[src/verilog/timer_b_routing_pkg.sv]
// package: constants and carrier types for the timer routing block
package timer_b_routing_pkg;

  // ********************************
  // timer clock source codes
  // ********************************
  localparam logic [1:0] CLK_SEL_EXT   = 2'h0;  // external timer clock pin
  localparam logic [1:0] CLK_SEL_ACLK  = 2'h1;  // auxiliary clock
  localparam logic [1:0] CLK_SEL_SMCLK = 2'h2;  // sub-main clock
  localparam logic [1:0] CLK_SEL_TOUCH = 2'h3;  // touch I/O clock

  // ********************************
  // capture input select codes
  // ********************************
  localparam logic [1:0] CAP_SEL_A   = 2'h0;  // input a
  localparam logic [1:0] CAP_SEL_B   = 2'h1;  // input b
  localparam logic [1:0] CAP_SEL_GND = 2'h2;  // ground
  localparam logic [1:0] CAP_SEL_VCC = 2'h3;  // supply

  // ********************************
  // counter modes
  // ********************************
  localparam logic [1:0] MODE_STOP = 2'h0;  // halted
  localparam logic [1:0] MODE_UP   = 2'h1;  // wraps at channel 0 value
  localparam logic [1:0] MODE_CONT = 2'h2;  // wraps at full scale
  localparam logic [1:0] MODE_RSVD = 2'h3;  // treated as continuous

  // ********************************
  // reset values
  // ********************************
  localparam logic [15:0] COUNT_RESET = 16'h0000;  // counter after reset
  localparam logic [15:0] CCR_RESET   = 16'h0000;  // channel value after reset
  localparam int          NUM_CHAN    = 3;         // channel count

  // per-channel configuration
  typedef struct packed {
    logic       capture_mode;  // 1 capture, 0 compare
    logic [1:0] cap_edge;      // bit0 rising, bit1 falling
    logic [1:0] cap_sel;       // capture input select
    logic       out_set_reset; // 1 set/reset pwm, 0 toggle
  } chan_cfg_t;

  // infrared modulation controls
  typedef struct packed {
    logic ir_enable;              // modulation on
    logic ir_polarity_select;     // invert result
    logic ir_mode_select;         // 0 ask, 1 fsk
    logic ir_data_source_select;  // 0 serial data, 1 software value
    logic ir_data_value;          // software data bit
  } ir_cfg_t;

endpackage

[src/verilog/timer_b_signal_routing.sv]
// module: timer with three channels and its pin, trigger and infrared routing
// Operation
// - one 16-bit up counter, three channels
// - capture, compare, pwm and interval timing
// - overflow flag plus one flag per channel
// - channel 0 no pin, sets up-mode wrap
// - remap bit picks capture pin group
// - pwm drives both groups, per-pin select
// - trigger forces all timer pads high-z
// - trigger source: comparator or pin
// - timer modulates serial transmit pin
// - ir enable, polarity, mode, source, data
// - rtc overflow feeds channel 0 input a
`timescale 1ns/1ps
module timer_b_signal_routing #(
  parameter int CNT_W = 16  // counter width
) (
  input  wire logic                                  sys_clk_i,             // system clock
  input  wire logic                                  arst_n_i,              // async reset, low
  input  wire logic [1:0]                            clk_sel_i,             // timer clock source
  input  wire logic                                  timer_ext_clock_i,     // external clock pin
  input  wire logic                                  aclk_i,                // aux clock level
  input  wire logic                                  smclk_i,               // sub-main clock level
  input  wire logic                                  touch_clock_in_i,      // touch I/O clock
  input  wire logic [1:0]                            mode_i,                // counter mode
  input  wire logic                                  count_clear_i,         // clear counter pulse
  input  wire timer_b_routing_pkg::chan_cfg_t [2:0]  chan_cfg_i,            // channel configs
  input  wire logic [2:0][CNT_W-1:0]                 compare_value_i,       // compare load values
  input  wire logic [2:0]                            compare_load_i,        // load strobes
  input  wire logic [2:0]                            flag_clear_i,          // channel flag clears
  input  wire logic                                  ovf_flag_clear_i,      // overflow flag clear
  input  wire logic                                  rtc_overflow_i,        // rtc overflow pulse
  input  wire logic                                  comparator_out_i,      // comparator output
  input  wire logic                                  touch_capture_i,       // touch capture source
  input  wire logic                                  capture_pin_remap_i,   // pin group select
  input  wire logic [1:0]                            group0_pin_i,          // group 0 pin levels
  input  wire logic [1:0]                            group1_pin_i,          // group 1 pin levels
  input  wire logic [1:0]                            group0_function_select_i, // group 0 pin selects
  input  wire logic [1:0]                            group1_function_select_i, // group 1 pin selects
  input  wire logic                                  hiz_trigger_select_i,  // 0 comparator, 1 pin
  input  wire logic                                  hiz_trigger_pin_i,     // external trigger pin
  input  wire timer_b_routing_pkg::ir_cfg_t          ir_cfg_i,              // infrared controls
  input  wire logic                                  uart_tx_data_i,        // serial transmit data
  output logic [CNT_W-1:0]                           count_o,               // counter value
  output logic [2:0][CNT_W-1:0]                      ccr_o,                 // channel registers
  output logic [2:0]                                 chan_flag_o,           // channel flags
  output logic                                       ovf_flag_o,            // overflow flag
  output logic [2:0]                                 timer_out_o,           // channel outputs
  output logic [1:0]                                 group0_pin_o,          // group 0 pad data
  output logic [1:0]                                 group0_pin_oe_n_o,     // group 0 enable, low
  output logic [1:0]                                 group1_pin_o,          // group 1 pad data
  output logic [1:0]                                 group1_pin_oe_n_o,     // group 1 enable, low
  output logic                                       output_hiz_trigger_o,  // trigger active
  output logic                                       uart_transmit_pin_o    // modulated tx pin
);

  // width guard: wrap and compare logic are sized for a 16-bit counter
  if (CNT_W != 16) begin : g_width_check
    $error("counter width must be 16");
  end

  // ********************************
  // clock source and edge detect
  // ********************************
  logic tclk_mux;  // selected clock level
  logic tclk_q;    // previous level
  logic tick;      // rising edge of timer clock
  assign tclk_mux = (clk_sel_i == timer_b_routing_pkg::CLK_SEL_EXT)  ? timer_ext_clock_i :
                    (clk_sel_i == timer_b_routing_pkg::CLK_SEL_ACLK) ? aclk_i :
                    (clk_sel_i == timer_b_routing_pkg::CLK_SEL_SMCLK)? smclk_i : touch_clock_in_i;
  assign tick = tclk_mux & ~tclk_q;

  // a source that sits high at reset release yields one early tick
  // edge history
  always_ff @(posedge sys_clk_i or negedge arst_n_i) begin
    if (!arst_n_i) begin
      tclk_q <= 1'b0;
    end else begin
      tclk_q <= tclk_mux;
    end
  end

  // ********************************
  // counter
  // ********************************
  logic [CNT_W-1:0] count_q;   // counter
  logic [CNT_W-1:0] count_d;   // next counter
  logic             wrap;      // counter wraps this tick
  logic             run;       // mode runs
  logic             up_mode;   // up mode active
  assign run     = (mode_i != timer_b_routing_pkg::MODE_STOP);
  assign up_mode = (mode_i == timer_b_routing_pkg::MODE_UP);
  assign wrap    = tick & run & (up_mode ? (count_q >= ccr_o[0]) : (&count_q));
  // clear outranks wrap and count; wrap and match events still fire
  assign count_d = count_clear_i ? timer_b_routing_pkg::COUNT_RESET :
                   wrap          ? timer_b_routing_pkg::COUNT_RESET :
                   (tick & run)  ? count_q + CNT_W'(1) : count_q;

  // counter register
  always_ff @(posedge sys_clk_i or negedge arst_n_i) begin
    if (!arst_n_i) begin
      count_q <= timer_b_routing_pkg::COUNT_RESET;
    end else begin
      count_q <= count_d;
    end
  end
  assign count_o = count_q;

  // overflow flag, set wins over clear
  always_ff @(posedge sys_clk_i or negedge arst_n_i) begin
    if (!arst_n_i) begin
      ovf_flag_o <= 1'b0;
    end else begin
      ovf_flag_o <= wrap | (ovf_flag_o & ~ovf_flag_clear_i);
    end
  end

  // ********************************
  // capture input routing
  // ********************************
  logic [2:0] in_a;    // capture input a per channel
  logic [2:0] in_b;    // capture input b per channel
  logic [1:0] pin_in;  // selected pin group levels
  assign pin_in = capture_pin_remap_i ? group1_pin_i : group0_pin_i;
  assign in_a   = {pin_in[1], pin_in[0], rtc_overflow_i};
  assign in_b   = {touch_capture_i, comparator_out_i, aclk_i};

  // ********************************
  // channels
  // ********************************
  // limitation: vcc selected in capture mode captures once after reset
  genvar ch;
  generate
    for (ch = 0; ch < timer_b_routing_pkg::NUM_CHAN; ch++) begin : g_chan
      logic             cci;     // selected capture signal
      logic             cci_q;   // previous capture signal
      logic             cap_ev;  // capture edge event
      logic             cmp_ev;  // compare match event
      logic             ev;      // flag event
      logic [CNT_W-1:0] ccr_q;   // capture/compare register
      logic             out_q;   // output latch
      assign cci = (chan_cfg_i[ch].cap_sel == timer_b_routing_pkg::CAP_SEL_A) ? in_a[ch] :
                   (chan_cfg_i[ch].cap_sel == timer_b_routing_pkg::CAP_SEL_B) ? in_b[ch] :
                   (chan_cfg_i[ch].cap_sel == timer_b_routing_pkg::CAP_SEL_GND) ? 1'b0 : 1'b1;
      assign cap_ev = chan_cfg_i[ch].capture_mode &
                      ((chan_cfg_i[ch].cap_edge[0] & cci & ~cci_q) |
                       (chan_cfg_i[ch].cap_edge[1] & ~cci & cci_q));
      assign cmp_ev = ~chan_cfg_i[ch].capture_mode & tick & run & (count_q == ccr_q);
      assign ev     = cap_ev | cmp_ev;

      // capture history, register and output
      always_ff @(posedge sys_clk_i or negedge arst_n_i) begin
        if (!arst_n_i) begin
          cci_q <= 1'b0;
          ccr_q <= timer_b_routing_pkg::CCR_RESET;
          out_q <= 1'b0;
        end else begin
          cci_q <= cci;
          if (cap_ev) begin
            ccr_q <= count_q;  // capture snapshot
          end else if (compare_load_i[ch]) begin
            ccr_q <= compare_value_i[ch];
          end
          if (cmp_ev) begin
            out_q <= chan_cfg_i[ch].out_set_reset ? 1'b0 : ~out_q;
          end else if (wrap && chan_cfg_i[ch].out_set_reset) begin
            out_q <= 1'b1;  // pwm period start
          end
        end
      end

      // channel flag, set wins over clear
      always_ff @(posedge sys_clk_i or negedge arst_n_i) begin
        if (!arst_n_i) begin
          chan_flag_o[ch] <= 1'b0;
        end else begin
          chan_flag_o[ch] <= ev | (chan_flag_o[ch] & ~flag_clear_i[ch]);
        end
      end
      assign ccr_o[ch]       = ccr_q;
      assign timer_out_o[ch] = out_q;
    end
  endgenerate

  // ********************************
  // high impedance trigger
  // ********************************
  // level trigger: pads float for as long as the source stands
  assign output_hiz_trigger_o = hiz_trigger_select_i ? hiz_trigger_pin_i : comparator_out_i;

  // ********************************
  // pad outputs, channel 0 has none
  // ********************************
  // both groups carry pwm; remap only steers the capture inputs
  assign group0_pin_o      = timer_out_o[2:1];
  assign group1_pin_o      = timer_out_o[2:1];
  assign group0_pin_oe_n_o = ~(group0_function_select_i & {2{~output_hiz_trigger_o}});
  assign group1_pin_oe_n_o = ~(group1_function_select_i & {2{~output_hiz_trigger_o}});

  // ********************************
  // infrared modulation
  // ********************************
  logic ir_data;  // data bit chosen
  logic ir_mod;   // modulated value
  logic tx_d;     // next pin value
  // ask gates one carrier by data, fsk picks between two carriers
  assign ir_data = ir_cfg_i.ir_data_source_select ? ir_cfg_i.ir_data_value : uart_tx_data_i;
  assign ir_mod  = ir_cfg_i.ir_mode_select ? (ir_data ? timer_out_o[1] : timer_out_o[2])
                                           : (ir_data & timer_out_o[1]);
  assign tx_d    = ir_cfg_i.ir_enable ? (ir_mod ^ ir_cfg_i.ir_polarity_select) : uart_tx_data_i;

  // one flop keeps mux glitches off the transmit pad
  // registered transmit pin
  always_ff @(posedge sys_clk_i or negedge arst_n_i) begin
    if (!arst_n_i) begin
      uart_transmit_pin_o <= 1'b1;
    end else begin
      uart_transmit_pin_o <= tx_d;
    end
  end

endmodule

[config.mk]
export PLATFORM = sky130hd
export DESIGN_NAME = timer_b_signal_routing
export DESIGN_NICKNAME = d
export VERILOG_FILES = /design/src/verilog/timer_b_routing_pkg.sv /design/src/verilog/timer_b_signal_routing.sv
export SDC_FILE = /design/constraint.sdc
export NUM_CORES = 1
export LEC_CHECK = 0
export ABC_AREA = 0
export BUFFER_PORTS_ARGS = -buffer_cell sky130_fd_sc_hd__buf_4
export CORE_MARGIN = 2
export CORE_UTILIZATION = 45
export DETAILED_ROUTE_END_ITERATION = 10
export PLACE_DENSITY_LB_ADDON = 0.05
export SETUP_SLACK_MARGIN = 0.15
export SYNTH_ARGS = -nofsm -noshare
export SYNTH_HDL_FRONTEND = slang
export SYNTH_SLANG_ARGS = --single-unit
[constraint.sdc]
create_clock -name sys_clk_i -period 2.6 [get_ports sys_clk_i]
set_input_delay 0.65 -clock sys_clk_i [delete_from_list [all_inputs] [get_ports sys_clk_i]]
set_output_delay 0.65 -clock sys_clk_i [all_outputs]
set_load 0.05 [all_outputs]
==> results of run 1 <==
-- kinds of logic (layout without fill, tap and decap cells) --
kind of cell             after synthesis  count (layout)  share of synthesized area
XOR/XNOR                              46              46                     0.0877
adder cells (fa/ha/maj)               17              17                     0.0463
multiplexers                          55              55                      0.123
AO/OA/AOI/OAI                         81              81                      0.101
AND/OR/NAND/NOR                      145             145                      0.163
buffers and inverters                 63             242                     0.0653
flip-flops                            76              76                      0.414
-- worst paths after layout --
path                            depth (start not counted)  slack [ps]                  end           start
worst min register to register                          2         500       chan_flag_o[0]  chan_flag_o[0]
worst min-delay path                                    2         280      g_chan[0].cci_q        arst_n_i
worst max register to register                          7         350      g_chan[0].out_q      count_o[5]
worst max-delay path                                    7         350      g_chan[0].out_q      count_o[5]
min in group sys_clk_i                                  2         500       chan_flag_o[0]  chan_flag_o[0]
max in group asynchronous                               2        1940  uart_transmit_pin_o        arst_n_i
-- layout by cell type, fill, tap and decap left out, types with 2 or more instances in the layout --
cell type | synthesis | final
a21o_1 | 2 | 2
clkbuf_8 | 0 | 12
o31ai_1 | 3 | 3
nor2_1 | 56 | 56
and3b_1 | 3 | 3
inv_1 | 20 | 20
and2_4 | 2 | 2
xnor2_1 | 29 | 29
o211ai_1 | 2 | 2
o2111ai_1 | 2 | 2
and2_1 | 4 | 4
nor3_1 | 8 | 8
dfrtp_1 | 75 | 74
a21oi_1 | 56 | 56
o21ai_2 | 0 | 3
o21ai_0 | 5 | 5
nand2_1 | 20 | 20
nor3_2 | 10 | 10
clkbuf_1 | 20 | 3
nor4_1 | 5 | 5
and4_1 | 2 | 2
xor2_1 | 17 | 17
nand3_1 | 11 | 11
nand4_1 | 14 | 14
mux2i_1 | 53 | 53
ha_1 | 17 | 17
buf_4 | 7 | 205
nand2b_1 | 4 | 4
and3_1 | 4 | 4
-- power breakdown --
| part | internal [mW] | switching [mW] |
|---|---|---|
| Sequential | 1.33 | 0.141 |
| Clock | 0.524 | 0.420 |
| Combinational | 0.534 | 0.944 |
-- cell type report --
| cell class | instances | share of cell area |
|---|---|---|
| inverter | 20 | 0.0119 |
| clock buffer | 15 | 0.0279 |
| tap | 133 | 0.0264 |
| multi-input combinational | 344 | 0.381 |
| clock inverter | 1 | 0.00476 |
| timing repair buffer | 206 | 0.247 |
| sequential | 76 | 0.302 |
-- sequential cells by signal, summed over array words and instances, names as in the netlist --
register             flops
ovf_flag_o               1
tclk_q                   1
g_chan.out_q             3
chan_flag_o              3
uart_transmit_pin_o      1
g_chan.cci_q             3
count_o                 16
g_chan.ccr_q            48
-- critical path, delay by kind of cell, from the launching register on --
family | cells | cell delay, ps
simple gates | 3 | 430
compound gates | 3 | 970
flops | 1 | 400
fa+ha+maj | 1 | 330
-- synthesized netlist by cell type, types with 4 or more instances --
library cell  number  share of area
and2_1             4         0.0054
buf_2             12          0.013
buf_4              7          0.011
nand3_1           11          0.012
dfrtp_1           75           0.41
xnor2_1           29          0.055
o21ai_0            5         0.0054
a21oi_1           56          0.061
nand2_1           20          0.016
nor2_1            56          0.046
nor3_2            10          0.022
inv_1             20          0.016
nor4_1             5         0.0068
mux2i_1           53           0.12
nand4_1           14          0.019
and3_1             4         0.0054
nor3_1             8         0.0087
ha_1              17          0.046
clkbuf_1          20          0.016
xor2_1            17          0.032
nand2b_1           4         0.0054
-- layer usage --
metal,GRT usage,share of wire,vias up
li1,-,-,2012
met1,0.307,0.41,1961
met2,0.390,0.50,155
met3,0.0524,0.078,12
met4,0.0714,0.010,0
met5,0,0,-
==> impl_results.md, run 1 <==
* Yosys cell types at 44
* RSZ-0062 raised after global routing: false
* Crit-path cells: ha_1 -> nand4_1 -> o221a_2 -> nor3_1 -> a2111o_1 -> and2_4 -> a311o_1
* DRT Pass-1 Iters at 4
* Clock latency on the worst-skew pair at 360 ps
* Tcrit/Tclk final at 0.865
* Cell Area, Synth at 4600 um2
* Post-placement cell count at slightly below 800
* Mean Syn Cell Area at about 9.5 um2
* Hold_buf cts at 0
* Vias in the first global route at 4,164
* Multi-input gate area at 2400 um2
* Mapped Nets at 604
* Filler instances at between 800 and 900
* CP Max Fanout at 17
* Status: completed
* CP Data Arrival Time at approximately 2500 ps
* Fin Hold WS at 279 ps
* Setup Crit Path Kind: register to register
* WL final at 12,800 um
* Ant. Diodes at 0
* Yosys reg bits at between 70 and 80
* Pre-CTS WS at 206 ps
* Total of max-cap violations at 0
* DIE AREA at 11,000 um2
* Detailed-route DRC error count at 0
* Nets at ~780
* Final setup fails at 0
* Total Power at ~3.9 mW
* PnR worst setup slack at roughly 350 ps
* I/O pin count at ~190
* Sequential fraction of the synthesis area at 0.414
* Largest net degree at the start of global routing at 77
* Sink Count at 76
* Leak Pwr at around 3.3 nW
* Post-route cell area at 6310 um2
* Area grow syn2layout at 37.4%
* Critical Path Max Stage Delay at about 420 ps
* Final Util at 0.640
* Fraction of layout cells with a size suffix above 1 at 0.361
* Dpl hpwl at just under 10,000 um
* Worst Hold Class: primary input to async pin
* Maximum VDD drop at about 0.00032 V
* Initial Util at 0.466
* Die X at 105 um
* Antenna viol nets, final at 0
* Fin. max-slew vios at 0
* Core Region at approximately 10000 um2
* Fmax at 445 MHz
* Congestion Overflow GR at 0
* CTS tree: yes
* Clk slew on worst S/H paths at roughly 70 ps
* IO Port Bufs at about 180
* Worst rel slew slack at 0.673
* CP max stage cell: a2111o_1
* GRT Util Overall at 0.235
* Cts bufs inserted at 9
* First-pass GRT wire length at around 20,000 um
* Initial antenna violation count at 0
* Min cycle time layout at ~2200 ps
* DR vias at ~4,100
* Post-synth EDFFs at 0
* Clock Skews at ~12 ps
* Main flop type after synthesis: dfrtp_1
* Critical path launch point type: register
* DIE HEIGHT at between 100 and 150 um
* YS warnings at 0
* Setup TNS at 0 ps
* Pwr dens at approximately 620 nW/um2
* Finished Layout Cells at slightly below 800
* Critical path endpoint category: register
* Clk buf depth at 2
* Synth Instances at approximately 480
* Cell row count at 36
* Actual transition at the worst max-transition pin at 486 ps
* Clock H-tree levels at 3
* Drt initial violations at around 130
* Post_cts resized at 0
* Reg area at ~1900 um2
* Post-CTS Repair Setup Buffers at 0
* Root Driver: clkbuf_8
* Placed cell areas at between 6000 and 7000 um2
* Synth async-reset ratio at 1.00
* CP Data Required Time at between 2000 and 3000 ps
* Routed len/inst at 16.1 um
* Final hold vios at 0
* Routability cong. at ~0.83
* Via density at 5.21
Power figures use the tool's default switching activity.
==> run 2, diff against run 1 <==
--- a/config.mk
+++ b/config.mk
@@ -10,7 +10,7 @@
 export CORE_MARGIN = 2
 export CORE_UTILIZATION = 45
 export DETAILED_ROUTE_END_ITERATION = 10
-export PLACE_DENSITY_LB_ADDON = 0.05
+export PLACE_DENSITY = 0.75
 export SETUP_SLACK_MARGIN = 0.15
 export SYNTH_ARGS = -nofsm -noshare
 export SYNTH_HDL_FRONTEND = slang
==> run 2 against run 1 <==
  * Hold slack better by 99 ps
  * Critical endpoint unchanged
  * Global-route usage up 1.4 points
  * Core utilization down 0.11 points
  * Final area down 0.18%
==> impl_results.md, run 2 (synthesis gave the netlist of run 1 again) <==
* Area grow syn2layout at 37.2% (was 37.4%)
* Clock Skews at 7.00 ps (was 11.7 ps)
* WL final at 13,600 um (was 12,800 um)
* Nets at 778 (unchanged)
* CP Max Fanout at 17 (unchanged)
* Vias in the first global route at 4,253 (was 4,164)
* Most frequent cells in the layout: buf_4 (206), dfrtp_1 (74), nor2_1 (56), a21oi_1 (56), mux2i_1 (53) (was buf_4 (205), dfrtp_1 (74), nor2_1 (56), a21oi_1 (56), mux2i_1 (53))
* Clock H-tree levels at 3 (unchanged)
* Total Power at 3.95 mW (was 3.90 mW)
* GRT Util Overall at 0.249 (was 0.235)
* Cell row count at 36 (unchanged)
* Initial Util at 0.466 (unchanged)
* Final hold vios at 0 (unchanged)
* Register bank with the most flops: g_chan.ccr_q (unchanged)
* CTS tree: yes (unchanged)
* Congestion Overflow GR at 0 (unchanged)
* Die X at 105 um (unchanged)
* Clock latency on the worst-skew pair at 360 ps (about the same)
* Clk slew on worst S/H paths at 80 ps (was 70 ps)
* Fin. max-slew vios at 0 (unchanged)
* Setup Crit Path Kind: register to register (unchanged)
* Routability cong. at 0.860 (was 0.834)
* Crit-path cells: inv_1 -> ha_1 -> a21oi_1 -> o221a_2 -> nor3_1 -> a2111o_1 -> and2_4 -> a311o_1 (was ha_1 -> nand4_1 -> o221a_2 -> nor3_1 -> a2111o_1 -> and2_4 -> a311o_1)
* Detailed-route DRC error count at 0 (unchanged)
* Reg2Reg Depth at 8 (was 7)
* Fraction of layout cells with a size suffix above 1 at 0.364 (was 0.361)
* Leak Pwr at 3.27 nW (was 3.26 nW)
* Clk buf depth at 2 (unchanged)
* Maximum VDD drop at 0.000494 V (was 0.000320 V)
* DRT Pass-1 Iters at 4 (unchanged)
* Fmax at 433 MHz (was 445 MHz)
* Routed len/inst at 17.1 um (was 16.1 um)
* CP Data Arrival Time at 2550 ps (was 2480 ps)
* Antenna viol nets, final at 0 (unchanged)
* Setup TNS at 0 ps (unchanged)
* DR vias at 4,196 (was 4,140)
* Ant. Diodes at 0 (unchanged)
* Cts bufs inserted at 9 (unchanged)
* Pwr dens at 626 nW/um2 (was 617 nW/um2)
* Dpl hpwl at 10,300 um (was 9670 um)
* Sink Count at 76 (unchanged)
* First-pass GRT wire length at 21,500 um (was 20,400 um)
* Status: completed (unchanged)
* RSZ-0062 raised after global routing: false (unchanged)
* IO Port Bufs at 184 (unchanged)
* Initial antenna violation count at 0 (unchanged)
* Via density at 5.28 (was 5.21)
* Critical path endpoint category: register (unchanged)
* DIE HEIGHT at 105 um (unchanged)
* Total of max-cap violations at 0 (unchanged)
* Worst Hold Class: primary input to async pin (unchanged)
* Min cycle time layout at 2310 ps (was 2250 ps)
* DIE AREA at 11,000 um2 (unchanged)
* Drt initial violations at 166 (was 132)
* Largest net degree at the start of global routing at 62 (was 77)
* Max FFs per register at 48 (unchanged)
* Post-CTS Repair Setup Buffers at 0 (unchanged)
* Most common cell after layout, fill and taps aside: buf_4 (unchanged)
* Critical Path Max Stage Delay at 430 ps (was 420 ps)
* Core Region at 9860 um2 (unchanged)
* CP Data Required Time at 2840 ps (was 2830 ps)
* Worst rel slew slack at 0.471 (was 0.673)
* I/O pin count at 185 (unchanged)
* Post_cts resized at 0 (unchanged)
* Actual transition at the worst max-transition pin at 793 ps (was 486 ps)
* Tcrit/Tclk final at 0.889 (was 0.865)
* Root Driver: clkbuf_8 (unchanged)
* Hold_buf cts at 0 (unchanged)
* Final setup fails at 0 (unchanged)
* CP max stage cell: a2111o_1 (unchanged)
* Fin Hold WS at 378 ps (was 279 ps)
* Critical path launch point type: register (unchanged)
* Filler instances at 841 (was 811)
[run 2: changes by cell type in the layout (fill, tap and decap cells not counted)]
cell,delta
clkinv_2,+4
buf_4,+1
bufinv_16,+1
buf_12,-1
clkbuf_8,-3
clkbuf_1,-2
[run 2: area by class of cell]
class                           instances  area, um2  share of cell area
Multi-Input combinational cell        344       2400               0.381
Inverter                               20       75.1              0.0119
Tap cell                              133        166              0.0264
Clock buffer                           10        128              0.0202
Timing Repair Buffer                  206       1550               0.245
Clock inverter                          6       80.1              0.0127
Sequential cell                        76       1900               0.302
[run 2: power by group]
group | switching [mW] | internal (mW)
combinational | 0.951 | 0.531
sequential | 0.149 | 1.33
clock | 0.449 | 0.535
total | 1.55 | 2.40
[run 2: metal layers]
layer	vias to the layer above	track usage	part of all wire	wire length, um
met5	-	0	0	0
met1	1990	0.313	0.42	5650
met4	0	0.0905	0.020	269
li1	2020	-	-	-
met3	21	0.0455	0.063	857
met2	165	0.427	0.50	6810
[run 2: final timing paths]
kind | startpoint | end | slack, ps
setup / recovery | g_chan[0].ccr_q[7] | g_chan[0].out_q | 290
hold / removal | arst_n_i | g_chan[0].ccr_q[13] | 380
setup reg to reg | g_chan[0].ccr_q[7] | g_chan[0].out_q | 290
hold reg to reg | ovf_flag_o | ovf_flag_o | 510
max in group asynchronous | arst_n_i | g_chan[2].ccr_q[2] | 1580
min in group sys_clk_i | ovf_flag_o | ovf_flag_o | 510
[run 2: worst max-delay path: cells and delay by family (launching register included)]
family / cells / cell delay, ps
buf+inv: 1 / 60
fa+ha+maj: 1 / 300
flops: 1 / 380
simple gates: 2 / 290
compound gates: 4 / 1160
[run 2: metrics by stage]
stage / utilization / instance area, um2 / cells / setup WS, ps
after detailed placement: 0.618 / 6100 / 779 / 252
final: 0.639 / 6300 / 795 / 288
after global routing: 0.639 / 6300 / 795 / 209
after CTS: 0.639 / 6300 / 795 / 323
after floorplan: - / 4610 / 483 / 174
after global placement: 0.618 / 6100 / 779 / 294
==> run 3, diff against run 2 <==
--- a/config.mk
+++ b/config.mk
@@ -7,10 +7,12 @@
 export LEC_CHECK = 0
 export ABC_AREA = 0
 export BUFFER_PORTS_ARGS = -buffer_cell sky130_fd_sc_hd__buf_4
+export CAP_MARGIN = 5
 export CORE_MARGIN = 2
-export CORE_UTILIZATION = 45
+export CORE_UTILIZATION = 44
 export DETAILED_ROUTE_END_ITERATION = 10
-export PLACE_DENSITY = 0.75
+export GPL_TIMING_DRIVEN = 0
+export PLACE_DENSITY = 0.77
 export SETUP_SLACK_MARGIN = 0.15
 export SYNTH_ARGS = -nofsm -noshare
 export SYNTH_HDL_FRONTEND = slang
==> constraint.sdc (replaced) <==
create_clock -name sys_clk_i -period 2.1 [get_ports sys_clk_i]
set_input_delay 0.525 -clock sys_clk_i [delete_from_list [all_inputs] [get_ports sys_clk_i]]
set_output_delay 0.525 -clock sys_clk_i [all_outputs]
set_load 0.05 [all_outputs]
==> run 3 against run 2 <==
  * Clock-buffer cell count is 1 higher
  * Critical endpoint is now ovf_flag_o
  * Global-route usage rose by 0.42 points
  * Cell count rose by 4.4%
  * Hold slack got worse by 68 ps
  * Critical path type unchanged
  * Sequential power grew 24%
  * The flow now finishes with violations (setup timing)
  * Largest cell class unchanged
  * Via count increased by 6.3%
  * Final area increased by 6.7%
  * Non-clock buffer count up 32
  * Combinational power rose by 33%
  * Register-to-register slack worse by 410 ps
  * Core utilization grew 1.9 points
==> impl_results.md, run 3 (synthesis gave the netlist of run 1 again) <==
* Vias in the first global route at 4,492 (was 4,253)
* GRT Util Overall at 0.253 (was 0.249)
* Status: complete, but fails checks (was completed)
* Sink Count at 76 (unchanged)
* CP Max Fanout at 5 (was 17)
* Post-placement cell count at 799 (was 779)
* Congestion Overflow GR at 0 (unchanged)
* Fraction of layout cells with a size suffix above 1 at 0.434 (was 0.364)
* Finished Layout Cells at 830 (was 795)
* WL final at 14,300 um (was 13,600 um)
* Register bank with the most flops: g_chan.ccr_q (unchanged)
* Cell row count at 37 (was 36)
* Largest net degree at the start of global routing at 77 (was 62)
* Min cycle time layout at 2220 ps (was 2310 ps)
* Final setup fails at 18 (was 0)
* Leak Pwr at 3.37 nW (was 3.27 nW)
* I/O pin count at 185 (unchanged)
* PnR worst setup slack at -118 ps (was 288 ps)
* Fin. max-slew vios at 0 (unchanged)
* Tcrit/Tclk final at 1.06 (was 0.889)
* Clock latency on the worst-skew pair at 350 ps (was 360 ps)
* Ant. Diodes at 0 (unchanged)
* Failing checks: setup timing
* Antenna viol nets, final at 0 (unchanged)
* IO Port Bufs at 180 (was 184)
* DIE HEIGHT at 106 um (was 105 um)
* Total Power at 5.15 mW (was 3.95 mW)
* Critical path launch point type: register (unchanged)
* First-pass GRT wire length at 22,000 um (was 21,500 um)
* Core Region at 10,200 um2 (was 9860 um2)
* Dpl hpwl at 10,600 um (was 10,300 um)
* Actual transition at the worst max-transition pin at 980 ps (was 793 ps)
* Cts bufs inserted at 9 (unchanged)
* Maximum VDD drop at 0.000414 V (was 0.000494 V)
* DR vias at 4,459 (was 4,196)
* CP Data Required Time at 2350 ps (was 2840 ps)
* Clk buf depth at 2 (unchanged)
* Clock Skews at 11.4 ps (was 7.00 ps)
* Filler instances at 819 (was 841)
* Initial Util at 0.449 (was 0.466)
* Die X at 106 um (was 105 um)
* Most common cell after layout, fill and taps aside: buf_4 (unchanged)
* CTS tree: yes (unchanged)
* Via density at 5.37 (was 5.28)
* Pwr dens at 765 nW/um2 (was 626 nW/um2)
* Fmax at 451 MHz (was 433 MHz)
* DRT Pass-1 Iters at 4 (unchanged)
* DIE AREA at 11,300 um2 (was 11,000 um2)
* Routability cong. at 0.855 (was 0.860)
* Most frequent cells in the layout: buf_4 (200), nor2_1 (56), a21oi_1 (54) (was buf_4 (206), dfrtp_1 (74), nor2_1 (56), a21oi_1 (56), mux2i_1 (53))
* Initial antenna violation count at 0 (unchanged)
* Routed len/inst at 17.2 um (was 17.1 um)
* Worst Hold Class: primary input to async pin (unchanged)
* Total of max-cap violations at 0 (unchanged)
* Pre-CTS WS at -410 ps (was 252 ps)
* Root Driver: clkbuf_8 (unchanged)
* Max FFs per register at 48 (unchanged)
* Drt initial violations at 190 (was 166)
* Area grow syn2layout at 46.4% (was 37.2%)
* R2R setup slack at -120 ps (was 290 ps)
* Detailed-route DRC error count at 0 (unchanged)
* Reg2Reg Depth at 11 (was 8)
* Setup Crit Path Kind: register to register (unchanged)
* Clock H-tree levels at 3 (unchanged)
* Nets at 810 (was 778)
* Final hold vios at 0 (unchanged)
* CP Data Arrival Time at 2460 ps (was 2550 ps)
* Critical path endpoint category: register (unchanged)
* Clk slew on worst S/H paths at 80 ps (about the same)
* Worst rel slew slack at 0.347 (was 0.471)
* Final Util at 0.658 (was 0.639)
* RSZ-0062 raised after global routing: true (was false)
[run 3: cell type report]
class	count	area, um2	area share
multi-input cells	344	2550	0.379
flip-flops and latches	76	1930	0.287
repair buffers	195	1490	0.222
plain buffers	43	273	0.0405
well taps	136	170	0.0253
clock buffers	11	131	0.0195
clock inverters	5	100	0.0149
inverters	20	80.1	0.0119
[run 3: what timing repair did]
item	4_1_cts	5_1_grt
pin swaps	17	4
hold buffers	0	0
setup buffers	9	5
resized for setup	18	36
endpoints found under the setup margin	19	45
gates cloned	1	0
[run 3: layer usage]
layer  wire length [um]  global-route usage  part of all wire
met1               5690               0.315              0.40
met2               7260               0.436              0.51
met3               1060              0.0552             0.074
met4                278              0.0827             0.019
met5                  0                   0                 0
[run 3: stage by stage]
stage               TNS (ps)  instance area (um2)  hold slack (ps)
floorplan              -1700                 4650              229
finish                 -1350                 6730              310
detailed placement     -9020                 6170              471
global route           -3340                 6730              383
global placement       -5880                 6170              468
CTS                    -2820                 6580              361
[run 3: path summary, 6_finish.rpt]
path	start	to
worst max register to register	count_o[0]	ovf_flag_o
max in group asynchronous	arst_n_i	count_o[0]
min in group sys_clk_i	chan_cfg_i[7]	g_chan[1].cci_q
worst min-delay path	arst_n_i	g_chan[0].ccr_q[10]
worst min register to register	ovf_flag_o	ovf_flag_o
worst max-delay path	count_o[0]	ovf_flag_o
[run 3: report_power, final]
group / leakage [nW] / switching, mW / internal (mW) / total (mW)
clock: 0.117 / 0.551 / 0.787 / 1.34
combinational: 2.35 / 1.23 / 0.743 / 1.97
sequential: 0.896 / 0.186 / 1.66 / 1.84
total: 3.37 / 1.96 / 3.19 / 5.15
[run 3: critical path: stages, from the launching register on]
cell and delay (ps):
dfrtp_2 430, clkbuf_16 160, inv_6 40, ha_4 180
nand4_1 120, o221a_2 230, nor3_2 40, a2111o_1 330
and2_4 170, buf_8 140, buf_8 130, a21o_1 150
